$ cat config.mk
export PLATFORM = sky130hd
export DESIGN_NAME = ldc_top
export DESIGN_NICKNAME = d
export VERILOG_FILES = /design/src/rtl/ldc_pkg.sv /design/src/rtl/ldc_sync.sv /design/src/rtl/ldc_chan.sv /design/src/rtl/ldc_top.sv
export SDC_FILE = /design/constraint.sdc
export NUM_CORES = 2
export LEC_CHECK = 0
export BUFFER_PORTS_ARGS = -buffer_cell sky130_fd_sc_hd__buf_2
export CORE_MARGIN = 3
export CORE_UTILIZATION = 55
export DETAILED_ROUTE_END_ITERATION = 6
export GPL_TIMING_DRIVEN = 0
export PLACE_DENSITY = 0.73
export SYNTH_ARGS = -nofsm -noshare
export SYNTH_HDL_FRONTEND = slang
export SYNTH_HIERARCHICAL = 1
export SYNTH_SLANG_ARGS = --single-unit
$ cat constraint.sdc
create_clock -name pclk -period 3.1 [get_ports pclk]
set_input_delay 0.155 -clock pclk [delete_from_list [all_inputs] [get_ports pclk]]
set_output_delay 0.155 -clock pclk [all_outputs]
set_load 0.005 [all_outputs]
$ cat src/rtl/ldc_pkg.sv
// shared constants and types for the low side driver control block
package ldc_pkg;

  // clock and timing
  localparam int unsigned CLK_HZ        = 50_000_000;
  localparam int unsigned SC_BLANK_NS   = 20_000;
  localparam int unsigned INRUSH_NS     = 200_000;
  localparam int unsigned CLK_PERIOD_NS = 1_000_000_000 / CLK_HZ;
  localparam int unsigned SC_BLANK_CYC  = (SC_BLANK_NS + CLK_PERIOD_NS - 1) / CLK_PERIOD_NS;
  localparam int unsigned INRUSH_CYC    = (INRUSH_NS + CLK_PERIOD_NS - 1) / CLK_PERIOD_NS;
  localparam int unsigned RETRY_MULT    = 100;

  // modulator
  localparam int unsigned PWM_STEPS     = 100;
  localparam int unsigned PWM_SLOW_HZ   = 100;
  localparam int unsigned PWM_FAST_HZ   = 1_000;
  localparam int unsigned SLOW_STEP_CYC = CLK_HZ / (PWM_SLOW_HZ * PWM_STEPS);
  localparam int unsigned FAST_STEP_CYC = CLK_HZ / (PWM_FAST_HZ * PWM_STEPS);
  localparam logic [6:0]  DUTY_FULL     = 7'h64;
  localparam logic [6:0]  STEP_LAST     = 7'h63;

  // modulation source field
  typedef enum logic [1:0] {
    PWM_NONE = 2'h0,
    PWM_SLOW = 2'h1,
    PWM_FAST = 2'h2,
    PWM_EXT  = 2'h3
  } ldc_pwm_mode_t;

  // register byte offsets
  localparam logic [7:0] OFS_CTRL_ON   = 8'h00;
  localparam logic [7:0] OFS_CFG_OR    = 8'h04;
  localparam logic [7:0] OFS_CFG_RETRY = 8'h08;
  localparam logic [7:0] OFS_CFG_INR   = 8'h0C;
  localparam logic [7:0] OFS_CFG_PDN   = 8'h10;
  localparam logic [7:0] OFS_ST_OC     = 8'h20;
  localparam logic [7:0] OFS_ST_OT     = 8'h24;
  localparam logic [7:0] OFS_ST_SG     = 8'h28;
  localparam logic [7:0] OFS_ST_OL     = 8'h2C;
  localparam logic [7:0] OFS_SUMMARY   = 8'h30;
  localparam logic [7:0] OFS_INT_MASK  = 8'h34;
  localparam logic [7:0] OFS_ON_STATE  = 8'h38;
  localparam logic [7:0] OFS_PWM_BASE  = 8'h40;

  // field positions in the per-channel modulator register and the summary register
  localparam int unsigned PWM_MODE_LSB = 0;
  localparam int unsigned PWM_DUTY_LSB = 8;
  localparam int unsigned SUMMARY_ANY  = 31;

  // comparator flags of one output
  typedef struct packed {
    logic oc;
    logic ot;
    logic sg;
    logic ol;
  } ldc_flags_t;

endpackage : ldc_pkg

$ cat src/rtl/ldc_sync.sv
// two flop synchroniser for a vector of levels
`timescale 1ns/100ps
module ldc_sync #(
  parameter int unsigned W = 4
) (
  // clock and reset
  input  wire logic         clk,
  input  wire logic         rst_n,
  // levels
  input  wire logic [W-1:0] d,
  output logic      [W-1:0] q
);
  logic [W-1:0] meta_reg;

  always_ff @(posedge clk or negedge rst_n) begin
    if (!rst_n) begin
      meta_reg <= '0;
      q        <= '0;
    end else begin
      meta_reg <= d;
      q        <= meta_reg;
    end
  end
endmodule : ldc_sync

$ cat src/rtl/ldc_chan.sv
// overcurrent blanking, retry and latch-off for one output
`timescale 1ns/100ps
module ldc_chan #(
  parameter int unsigned BLANK_CYC  = 1000,
  parameter int unsigned INRUSH_CYC = 10000,
  parameter int unsigned RETRY_MULT = 100
) (
  // clock and reset
  input  wire logic clk,
  input  wire logic rst_n,
  // control
  input  wire logic cmd,
  input  wire logic oc,
  input  wire logic retry_en,
  input  wire logic inrush_en,
  // result
  output logic      run,
  output logic      oc_evt
);
  typedef enum logic [3:0] {
    ST_IDLE  = 4'h1,
    ST_RUN   = 4'h2,
    ST_COOL  = 4'h4,
    ST_LATCH = 4'h8
  } ldc_chan_st_t;

  ldc_chan_st_t state_reg;
  logic [31:0]  cnt_reg;
  logic [31:0]  lim;
  logic [31:0]  cool_lim;

  assign lim      = inrush_en ? 32'(INRUSH_CYC) : 32'(BLANK_CYC);
  assign cool_lim = 32'(lim * RETRY_MULT);
  assign run      = (state_reg == ST_RUN);

  always_ff @(posedge clk or negedge rst_n) begin
    if (!rst_n) begin
      state_reg <= ST_IDLE;
      cnt_reg   <= '0;
      oc_evt    <= 1'b0;
    end else begin
      oc_evt <= 1'b0;
      case (state_reg)
        ST_IDLE: begin
          cnt_reg <= '0;
          if (cmd) state_reg <= ST_RUN;
        end
        ST_RUN: begin
          if (!cmd) begin
            state_reg <= ST_IDLE;
          end else if (oc) begin
            cnt_reg <= cnt_reg + 32'h1;
            if (cnt_reg >= lim - 32'h1) begin
              oc_evt    <= 1'b1;
              cnt_reg   <= '0;
              state_reg <= retry_en ? ST_COOL : ST_LATCH;
            end
          end else begin
            cnt_reg <= '0;
          end
        end
        ST_COOL: begin
          cnt_reg <= cnt_reg + 32'h1;
          if (!cmd) begin
            state_reg <= ST_IDLE;
          end else if (cnt_reg >= cool_lim - 32'h1) begin
            cnt_reg   <= '0;
            state_reg <= ST_RUN;
          end
        end
        ST_LATCH: begin
          if (!cmd) state_reg <= ST_IDLE;
        end
        default: state_reg <= ST_IDLE;
      endcase
    end
  end
endmodule : ldc_chan

$ cat src/rtl/ldc_top.sv
// low side driver control: command logic, modulator, protection, status, apb
// What this block does
// - key switch low forces every output off except the second relay output.
// - reset line low forces all outputs off, second relay included.
// - command is pin OR bit, or pin AND bit, chosen per output; bit alone in pin clocked mode.
// - two-bit mode picks none/pin, 100 Hz, 1 kHz or pin divided by 100.
// - seven-bit duty in 1% steps; codes 100 to 127 mean full on.
// - retry on: limit for blank time, off 100 times that, then retry.
// - retry off: overcurrent latches output off until command cycles off-on.
// - inrush bit stretches overcurrent blanking to the inrush interval.
// - overtemperature forces output off until the flag clears while still commanded.
// - thermal limit always active, auto retry, no register alters it.
// - drivers report oc, ot, sg, ol; tach no sg; pre-drivers ol, oc.
// - summary bit for any fault plus per-output any-fault indication.
// - pull-down disabled forces that output's open-load status to zero.
// - open load checked only while off, short only while on.
// - fault status bits stay set until software clears them or reset.
//
// Design decisions made here: register access over APB and the register offsets.
`timescale 1ns/100ps
module ldc_top #(
  parameter int unsigned N_CH          = 9,
  parameter int unsigned RELAY2_IDX    = 4,
  parameter int unsigned TACH_IDX      = 5,
  parameter int unsigned PRE_FIRST     = 6,
  parameter int unsigned BLANK_CYC     = ldc_pkg::SC_BLANK_CYC,
  parameter int unsigned INRUSH_CYC    = ldc_pkg::INRUSH_CYC,
  parameter int unsigned SLOW_STEP_CYC = ldc_pkg::SLOW_STEP_CYC,
  parameter int unsigned FAST_STEP_CYC = ldc_pkg::FAST_STEP_CYC
) (
  // apb
  input  wire logic                          pclk,
  input  wire logic                          presetn,
  input  wire logic                          psel,
  input  wire logic                          penable,
  input  wire logic                          pwrite,
  input  wire logic [7:0]                    paddr,
  input  wire logic [31:0]                   pwdata,
  output logic      [31:0]                   prdata,
  output logic                               pready,
  output logic                               pslverr,
  // system pins
  input  wire logic                          key_switch_input,
  input  wire logic                          system_reset_line_n,
  input  wire logic [N_CH-1:0]               in_pin,
  // analog comparator flags
  input  wire ldc_pkg::ldc_flags_t [N_CH-1:0] cmp_flags,
  // driver gates and interrupt
  output logic      [N_CH-1:0]               low_side_switch,
  output logic                               irq
);

  // register state
  logic [N_CH-1:0]       ctrl_on_reg;
  logic [N_CH-1:0]       cfg_or_reg;
  logic [N_CH-1:0]       cfg_retry_reg;
  logic [N_CH-1:0]       cfg_inr_reg;
  logic [N_CH-1:0]       cfg_pdn_reg;
  logic [N_CH-1:0]       int_mask_reg;
  logic [N_CH-1:0]       st_oc_reg;
  logic [N_CH-1:0]       st_ot_reg;
  logic [N_CH-1:0]       st_sg_reg;
  logic [N_CH-1:0]       st_ol_reg;
  logic [N_CH-1:0][1:0]  pwm_mode_reg;
  logic [N_CH-1:0][6:0]  pwm_duty_reg;

  // internal
  ldc_pkg::ldc_flags_t [N_CH-1:0] flg_s;
  logic [N_CH-1:0] cmd;
  logic [N_CH-1:0] run;
  logic [N_CH-1:0] oc_evt;
  logic [N_CH-1:0] gate;
  logic [N_CH-1:0] on_next;
  logic [N_CH-1:0] set_oc;
  logic [N_CH-1:0] set_ot;
  logic [N_CH-1:0] set_sg;
  logic [N_CH-1:0] set_ol;
  logic [N_CH-1:0] any_ch;
  logic [N_CH-1:0] sg_cap;
  logic [N_CH-1:0] ot_cap;
  logic [N_CH-1:0] pin_q_reg;
  logic [31:0]     slow_cnt_reg;
  logic [31:0]     fast_cnt_reg;
  logic            slow_tick;
  logic            fast_tick;
  logic            acc;
  logic            wr;
  logic [31:0]     rd_data;
  logic            rd_err;
  logic [5:0]      pwm_idx;
  logic [7:0]      pwm_end;

  // flag synchroniser
  ldc_sync #(
    .W ($bits(cmp_flags))
  ) u_sync (
    .clk   (pclk),
    .rst_n (presetn),
    .d     (cmp_flags),
    .q     (flg_s)
  );

  // apb handshake, one wait state
  assign acc     = psel & penable;
  assign wr      = acc & pwrite & pready;
  assign pwm_end = 8'(ldc_pkg::OFS_PWM_BASE + 8'(N_CH * 4));
  assign pwm_idx = 6'((paddr - ldc_pkg::OFS_PWM_BASE) >> 2);

  always_ff @(posedge pclk or negedge presetn) begin
    if (!presetn) begin
      pready  <= 1'b0;
      prdata  <= '0;
      pslverr <= 1'b0;
    end else begin
      pready  <= acc & ~pready;
      pslverr <= acc & ~pready & rd_err;
      if (acc & ~pready & ~pwrite) begin
        prdata <= rd_data;
      end
    end
  end

  // read mux and decode
  always_comb begin
    rd_data = '0;
    rd_err  = 1'b0;
    case (paddr)
      ldc_pkg::OFS_CTRL_ON:   rd_data[N_CH-1:0] = ctrl_on_reg;
      ldc_pkg::OFS_CFG_OR:    rd_data[N_CH-1:0] = cfg_or_reg;
      ldc_pkg::OFS_CFG_RETRY: rd_data[N_CH-1:0] = cfg_retry_reg;
      ldc_pkg::OFS_CFG_INR:   rd_data[N_CH-1:0] = cfg_inr_reg;
      ldc_pkg::OFS_CFG_PDN:   rd_data[N_CH-1:0] = cfg_pdn_reg;
      ldc_pkg::OFS_ST_OC:     rd_data[N_CH-1:0] = st_oc_reg;
      ldc_pkg::OFS_ST_OT:     rd_data[N_CH-1:0] = st_ot_reg;
      ldc_pkg::OFS_ST_SG:     rd_data[N_CH-1:0] = st_sg_reg;
      ldc_pkg::OFS_ST_OL:     rd_data[N_CH-1:0] = st_ol_reg;
      ldc_pkg::OFS_INT_MASK:  rd_data[N_CH-1:0] = int_mask_reg;
      ldc_pkg::OFS_ON_STATE:  rd_data[N_CH-1:0] = low_side_switch;
      ldc_pkg::OFS_SUMMARY: begin
        rd_data[N_CH-1:0]               = any_ch;
        rd_data[ldc_pkg::SUMMARY_ANY]   = |any_ch;
      end
      default: begin
        if (paddr >= ldc_pkg::OFS_PWM_BASE && paddr < pwm_end && paddr[1:0] == 2'h0) begin
          rd_data[ldc_pkg::PWM_MODE_LSB +: 2] = pwm_mode_reg[pwm_idx];
          rd_data[ldc_pkg::PWM_DUTY_LSB +: 7] = pwm_duty_reg[pwm_idx];
        end else begin
          rd_err = 1'b1;
        end
      end
    endcase
  end

  // control and configuration writes
  always_ff @(posedge pclk or negedge presetn) begin
    if (!presetn) begin
      ctrl_on_reg   <= '0;
      cfg_or_reg    <= '0;
      cfg_retry_reg <= '1;
      cfg_inr_reg   <= '0;
      cfg_pdn_reg   <= '1;
      int_mask_reg  <= '0;
    end else if (wr) begin
      case (paddr)
        ldc_pkg::OFS_CTRL_ON:   ctrl_on_reg   <= pwdata[N_CH-1:0];
        ldc_pkg::OFS_CFG_OR:    cfg_or_reg    <= pwdata[N_CH-1:0];
        ldc_pkg::OFS_CFG_RETRY: cfg_retry_reg <= pwdata[N_CH-1:0];
        ldc_pkg::OFS_CFG_INR:   cfg_inr_reg   <= pwdata[N_CH-1:0];
        ldc_pkg::OFS_CFG_PDN:   cfg_pdn_reg   <= pwdata[N_CH-1:0];
        ldc_pkg::OFS_INT_MASK:  int_mask_reg  <= pwdata[N_CH-1:0];
        default: ;
      endcase
    end
  end

  // per-channel modulator registers
  always_ff @(posedge pclk or negedge presetn) begin
    if (!presetn) begin
      pwm_mode_reg <= '0;
      pwm_duty_reg <= '0;
    end else if (wr && paddr >= ldc_pkg::OFS_PWM_BASE && paddr < pwm_end
                 && paddr[1:0] == 2'h0) begin
      pwm_mode_reg[pwm_idx] <= pwdata[ldc_pkg::PWM_MODE_LSB +: 2];
      pwm_duty_reg[pwm_idx] <= pwdata[ldc_pkg::PWM_DUTY_LSB +: 7];
    end
  end

  // step prescalers for the two internal rates
  always_ff @(posedge pclk or negedge presetn) begin
    if (!presetn) begin
      slow_cnt_reg <= '0;
      fast_cnt_reg <= '0;
    end else begin
      slow_cnt_reg <= slow_tick ? '0 : slow_cnt_reg + 32'h1;
      fast_cnt_reg <= fast_tick ? '0 : fast_cnt_reg + 32'h1;
    end
  end
  assign slow_tick = (slow_cnt_reg == 32'(SLOW_STEP_CYC - 1));
  assign fast_tick = (fast_cnt_reg == 32'(FAST_STEP_CYC - 1));

  always_ff @(posedge pclk or negedge presetn) begin
    if (!presetn) pin_q_reg <= '0;
    else          pin_q_reg <= in_pin;
  end

  // per-channel command, modulator and protection
  genvar gi;
  generate
    for (gi = 0; gi < N_CH; gi++) begin : g_ch
      logic [6:0] step_reg;
      logic [6:0] duty_c;
      logic       step_tick;
      logic       pwm_hi;
      logic       comb;

      assign comb   = cfg_or_reg[gi] ? (in_pin[gi] | ctrl_on_reg[gi])
                                     : (in_pin[gi] & ctrl_on_reg[gi]);
      assign duty_c = (pwm_duty_reg[gi] > ldc_pkg::DUTY_FULL) ? ldc_pkg::DUTY_FULL
                                                              : pwm_duty_reg[gi];
      assign pwm_hi = (step_reg < duty_c);

      always_comb begin
        case (ldc_pkg::ldc_pwm_mode_t'(pwm_mode_reg[gi]))
          ldc_pkg::PWM_SLOW: step_tick = slow_tick;
          ldc_pkg::PWM_FAST: step_tick = fast_tick;
          ldc_pkg::PWM_EXT:  step_tick = in_pin[gi] & ~pin_q_reg[gi];
          default:           step_tick = 1'b0;
        endcase
      end

      always_ff @(posedge pclk or negedge presetn) begin
        if (!presetn) begin
          step_reg <= '0;
        end else if (step_tick) begin
          step_reg <= (step_reg >= ldc_pkg::STEP_LAST) ? 7'h00 : step_reg + 7'h01;
        end
      end

      always_comb begin
        case (ldc_pkg::ldc_pwm_mode_t'(pwm_mode_reg[gi]))
          ldc_pkg::PWM_SLOW: cmd[gi] = comb & pwm_hi;
          ldc_pkg::PWM_FAST: cmd[gi] = comb & pwm_hi;
          ldc_pkg::PWM_EXT:  cmd[gi] = ctrl_on_reg[gi] & pwm_hi;
          default:           cmd[gi] = comb;
        endcase
      end

      ldc_chan #(
        .BLANK_CYC  (BLANK_CYC),
        .INRUSH_CYC (INRUSH_CYC),
        .RETRY_MULT (ldc_pkg::RETRY_MULT)
      ) u_chan (
        .clk       (pclk),
        .rst_n     (presetn),
        .cmd       (cmd[gi]),
        .oc        (flg_s[gi].oc),
        .retry_en  (cfg_retry_reg[gi]),
        .inrush_en (cfg_inr_reg[gi]),
        .run       (run[gi]),
        .oc_evt    (oc_evt[gi])
      );

      // gating by key switch and reset line
      assign gate[gi] = system_reset_line_n
                        & (key_switch_input | (gi == RELAY2_IDX));
      assign on_next[gi] = run[gi] & ~flg_s[gi].ot & gate[gi];

      // which fault kinds this output reports
      assign ot_cap[gi] = (gi < PRE_FIRST);
      assign sg_cap[gi] = (gi < PRE_FIRST) && (gi != TACH_IDX);

      assign set_oc[gi] = oc_evt[gi];
      assign set_ot[gi] = ot_cap[gi] & flg_s[gi].ot;
      assign set_sg[gi] = sg_cap[gi] & flg_s[gi].sg & low_side_switch[gi];
      assign set_ol[gi] = flg_s[gi].ol & ~low_side_switch[gi] & cfg_pdn_reg[gi];
    end
  endgenerate

  // driver outputs
  always_ff @(posedge pclk or negedge presetn) begin
    if (!presetn) low_side_switch <= '0;
    else          low_side_switch <= on_next;
  end

  // sticky fault status, set wins over write-one-to-clear
  always_ff @(posedge pclk or negedge presetn) begin
    if (!presetn) begin
      st_oc_reg <= '0;
      st_ot_reg <= '0;
      st_sg_reg <= '0;
    end else begin
      st_oc_reg <= (st_oc_reg & ~((wr && paddr == ldc_pkg::OFS_ST_OC) ? pwdata[N_CH-1:0] : '0))
                   | set_oc;
      st_ot_reg <= (st_ot_reg & ~((wr && paddr == ldc_pkg::OFS_ST_OT) ? pwdata[N_CH-1:0] : '0))
                   | set_ot;
      st_sg_reg <= (st_sg_reg & ~((wr && paddr == ldc_pkg::OFS_ST_SG) ? pwdata[N_CH-1:0] : '0))
                   | set_sg;
    end
  end

  always_ff @(posedge pclk or negedge presetn) begin
    if (!presetn) begin
      st_ol_reg <= '0;
    end else begin
      st_ol_reg <= ((st_ol_reg & ~((wr && paddr == ldc_pkg::OFS_ST_OL) ? pwdata[N_CH-1:0] : '0))
                   | set_ol) & cfg_pdn_reg;
    end
  end

  // per-output any fault and interrupt
  assign any_ch = st_oc_reg | st_ot_reg | st_sg_reg | st_ol_reg;

  always_ff @(posedge pclk or negedge presetn) begin
    if (!presetn) irq <= 1'b0;
    else          irq <= |(any_ch & int_mask_reg);
  end

endmodule : ldc_top

==> reports/qor.csv <==
stage,metric,value,unit
outcome,status,"complete, but fails checks",
outcome,failing checks,"DRC, setup timing",
setup_path,crit end category,flop,
global_routing,gr usage total,0.281,
finish,share of post-route cells with drive strength above 1,0.268,
global_routing,busiest grt layer,met2,
power_and_ir_drop,clock share of power,0.474,
finish,fin area,52600,um2
power_and_ir_drop,Logic pwr share,0.072,
global_routing,met1 GRT Util,0.391,
route,Pre-Repair DR Iteration Count,7,
clocking,CTS buffer count,81,
global_routing,grt met2 use,0.439,
clocking,htree depth,3,
sta,worst clock skew,0.0236,ns
floorplanning,Starting Density,0.560,
route,final wirelength,118000,um
placement,port buffer count,86,
route,wire per inst,21.1,um
logic_synthesis,yosys warns,6,
logic_synthesis,mapped cell area,42000,um2
finish,Layout area overhead,25.2,%
power_and_ir_drop,Peak VDD IR,0.454,mV
floorplanning,# rows,100,
route,via count,34900,
power_and_ir_drop,sequential share of power,0.454,
floorplanning,die area,79800,um2
floorplanning,Die Y,282,um
route,DR vias/cell,6.24,
sta,Final Hold Vio Count,0,
sta,Slew Limit Fails,0,
floorplanning,Core Area,75100,um2
finish,# nets final,4840,
power_and_ir_drop,Cell Int Power,16.4,mW
clocking,CTS sink count,732,
clocking,Clock Latency Late Sink,0.63,ns
setup_path,slowest CP cell,or3b_4,
placement,routability congestion estimate,0.958,
setup_path,Crit Path Category,reg2reg,
setup_path,Worst Path Arrival,3.87,ns
placement,DP HPWL,75300,um
sta,min Tclk post-route,3.35,ns
power_and_ir_drop,switching power,5.03,mW
finish,"Core Util, Final",0.701,
sta,WHS,0.0675,ns
min_path,min-delay worst type,in2reg,
setup_path,Critical Path Max Stage Delay,0.48,ns
power_and_ir_drop,Power Dens Cells,408,nW/um2
clocking,CTS Root Cell,clkbuf_16,
placement,Placement Cell Area,44100,um2
floorplanning,I/O pins,136,
placement,cell total after placement,5210,
finish,Largest register FFs,288,
global_routing,largest net degree at the start of global routing,126,
setup_path,type of origin of the critical path,flop,
sta,final worst setup slack,-0.253,ns
power_and_ir_drop,Sw Share,0.234,
global_routing,met3 Usage GRT,0.0552,
floorplanning,die width,282,um
sta,Slew Limit Headroom,0.0908,
job,Max-Cap Viols,0,
setup_path,"Cell Chain, Critical Path","o311ai_4, nand2_1, ha_1, a21o_1, a2111oi_4, o21a_4, nand4bb_1, o21ai_2, or3b_4, buf_4, nor4_4, xnor2_1, nor2_1",
sta,Max Freq,0.298,GHz
power_and_ir_drop,leakage,23.7,nW
sta,Tcrit/Tclk final,1.08,
clocking,CTS Buffer Depth,3,
power_and_ir_drop,total power draw,21.5,mW
clocking,"Reg clk slew, reported paths",0.06,ns
sta,RSZ-0062 raised after global routing,true,
route,DRC viols,3,
finish,"non-filler cells, final",5594,
sta,# setup viols final,200,
logic_synthesis,cells after synthesis,4133,
sta,Final TNS setup,-21.42,ns
global_routing,vias in the first global route,33200,
sta,Worst-Margin Slew,1.35,ns
global_routing,initial antenna violation count,7,
placement,post-place setup slack,-0.662,ns
route,1st-iter DRT viols,3023,
setup_path,R2R Setup Slk,-0.25,ns
setup_path,CP required,3.62,ns
setup_path,critical-path maximum fanout,5,
logic_synthesis,syn_area_per_cell,10.2,um2
global_routing,first-pass GRT wire length,181000,um
clocking,CTS tree,built,
global_routing,global route overflow,0,
route,post-route ant nets,0,
-- power groups by stage --
stage          Combinational [mW]  Clock [mW]  Sequential (mW)
2_1_floorplan               0.597           0             9.88
3_3_place_gp                 1.07           0             9.92
3_5_place_dp                 1.11           0             9.91
4_1_cts                      1.22        10.3             9.74
5_1_grt                      1.65        10.8             9.75
6_report                     1.54        10.2             9.74
-- placed cells by master, fill, tap and decap left out, types with 67 or more instances in the layout --
cell and n:
buf_4 153, buf_2 117, clkbuf_16 99, xor2_1 67, ha_1 184, nor2_1 340, nor2_4 67, inv_1 166
o21ai_0 104, nand3_1 164, nor3_4 106, xnor2_1 226, nand2_1 338, mux2_2 139, dfrtp_1 673
-- final timing paths --
kind	from	end	cells after the start
min in group asynchronous	presetn	fast_cnt_reg[10]$_DFF_PN0_	2
max	pwm_duty_reg[30]$_DFFE_PN0P_	g_ch[4].u_chan/cnt_reg[24]$_DFFE_PN0P_	13
max reg2reg	pwm_duty_reg[30]$_DFFE_PN0P_	g_ch[4].u_chan/cnt_reg[24]$_DFFE_PN0P_	13
min	pwdata[13]	pwm_duty_reg[61]$_DFFE_PN0P_	2
min reg2reg	u_sync/meta_reg[7]$_DFF_PN0_	u_sync/q[7]$_DFF_PN0_	0
max in group asynchronous	presetn	cfg_retry_reg[4]$_DFFE_PN1P_	5
-- metal layers --
metal	vias to the layer above	share of wire
li1	15900	-
met4	4	0.043
met3	335	0.073
met1	17400	0.42
met2	1285	0.46
met5	-	0.00018
-- critical path: cells and delay by family (launching register included) --
family | cells | cell delay, ns
xor gates and xnor gates | 1 | 0.16
adders and majority gates | 1 | 0.27
DFF | 1 | 0.43
AOI/OAI and AO/OA | 5 | 1.12
buffers and inverters | 1 | 0.17
and+or+nand+nor | 5 | 1.07
-- timing repair --
| action | 4_1_cts | 5_1_grt |
|---|---|---|
| hold buffers | 57 | 0 |
| pin swaps | 186 | 244 |
| setup endpoints to repair | 278 | 292 |
| gates cloned | 6 | 18 |
| endpoints found under the hold margin | 215 | 0 |
| resized for setup | 370 | 376 |
| buffers inserted | 96 | 75 |
-- final cells by class --
| cell class | instances | area, um2 |
|---|---|---|
| Clock inverter | 26 | 338 |
| Inverter | 169 | 634 |
| Clock buffer | 121 | 2490 |
| Buffer | 153 | 1250 |
| Timing Repair Buffer | 330 | 3030 |
| Sequential cell | 732 | 18400 |
| Multi-Input combinational cell | 3090 | 25200 |
| Fill cell | 5256 | 22500 |
| Tap cell | 969 | 1210 |
| Antenna cell | 4 | 10.0 |
Note: power is estimated with default switching activity, not from simulation.
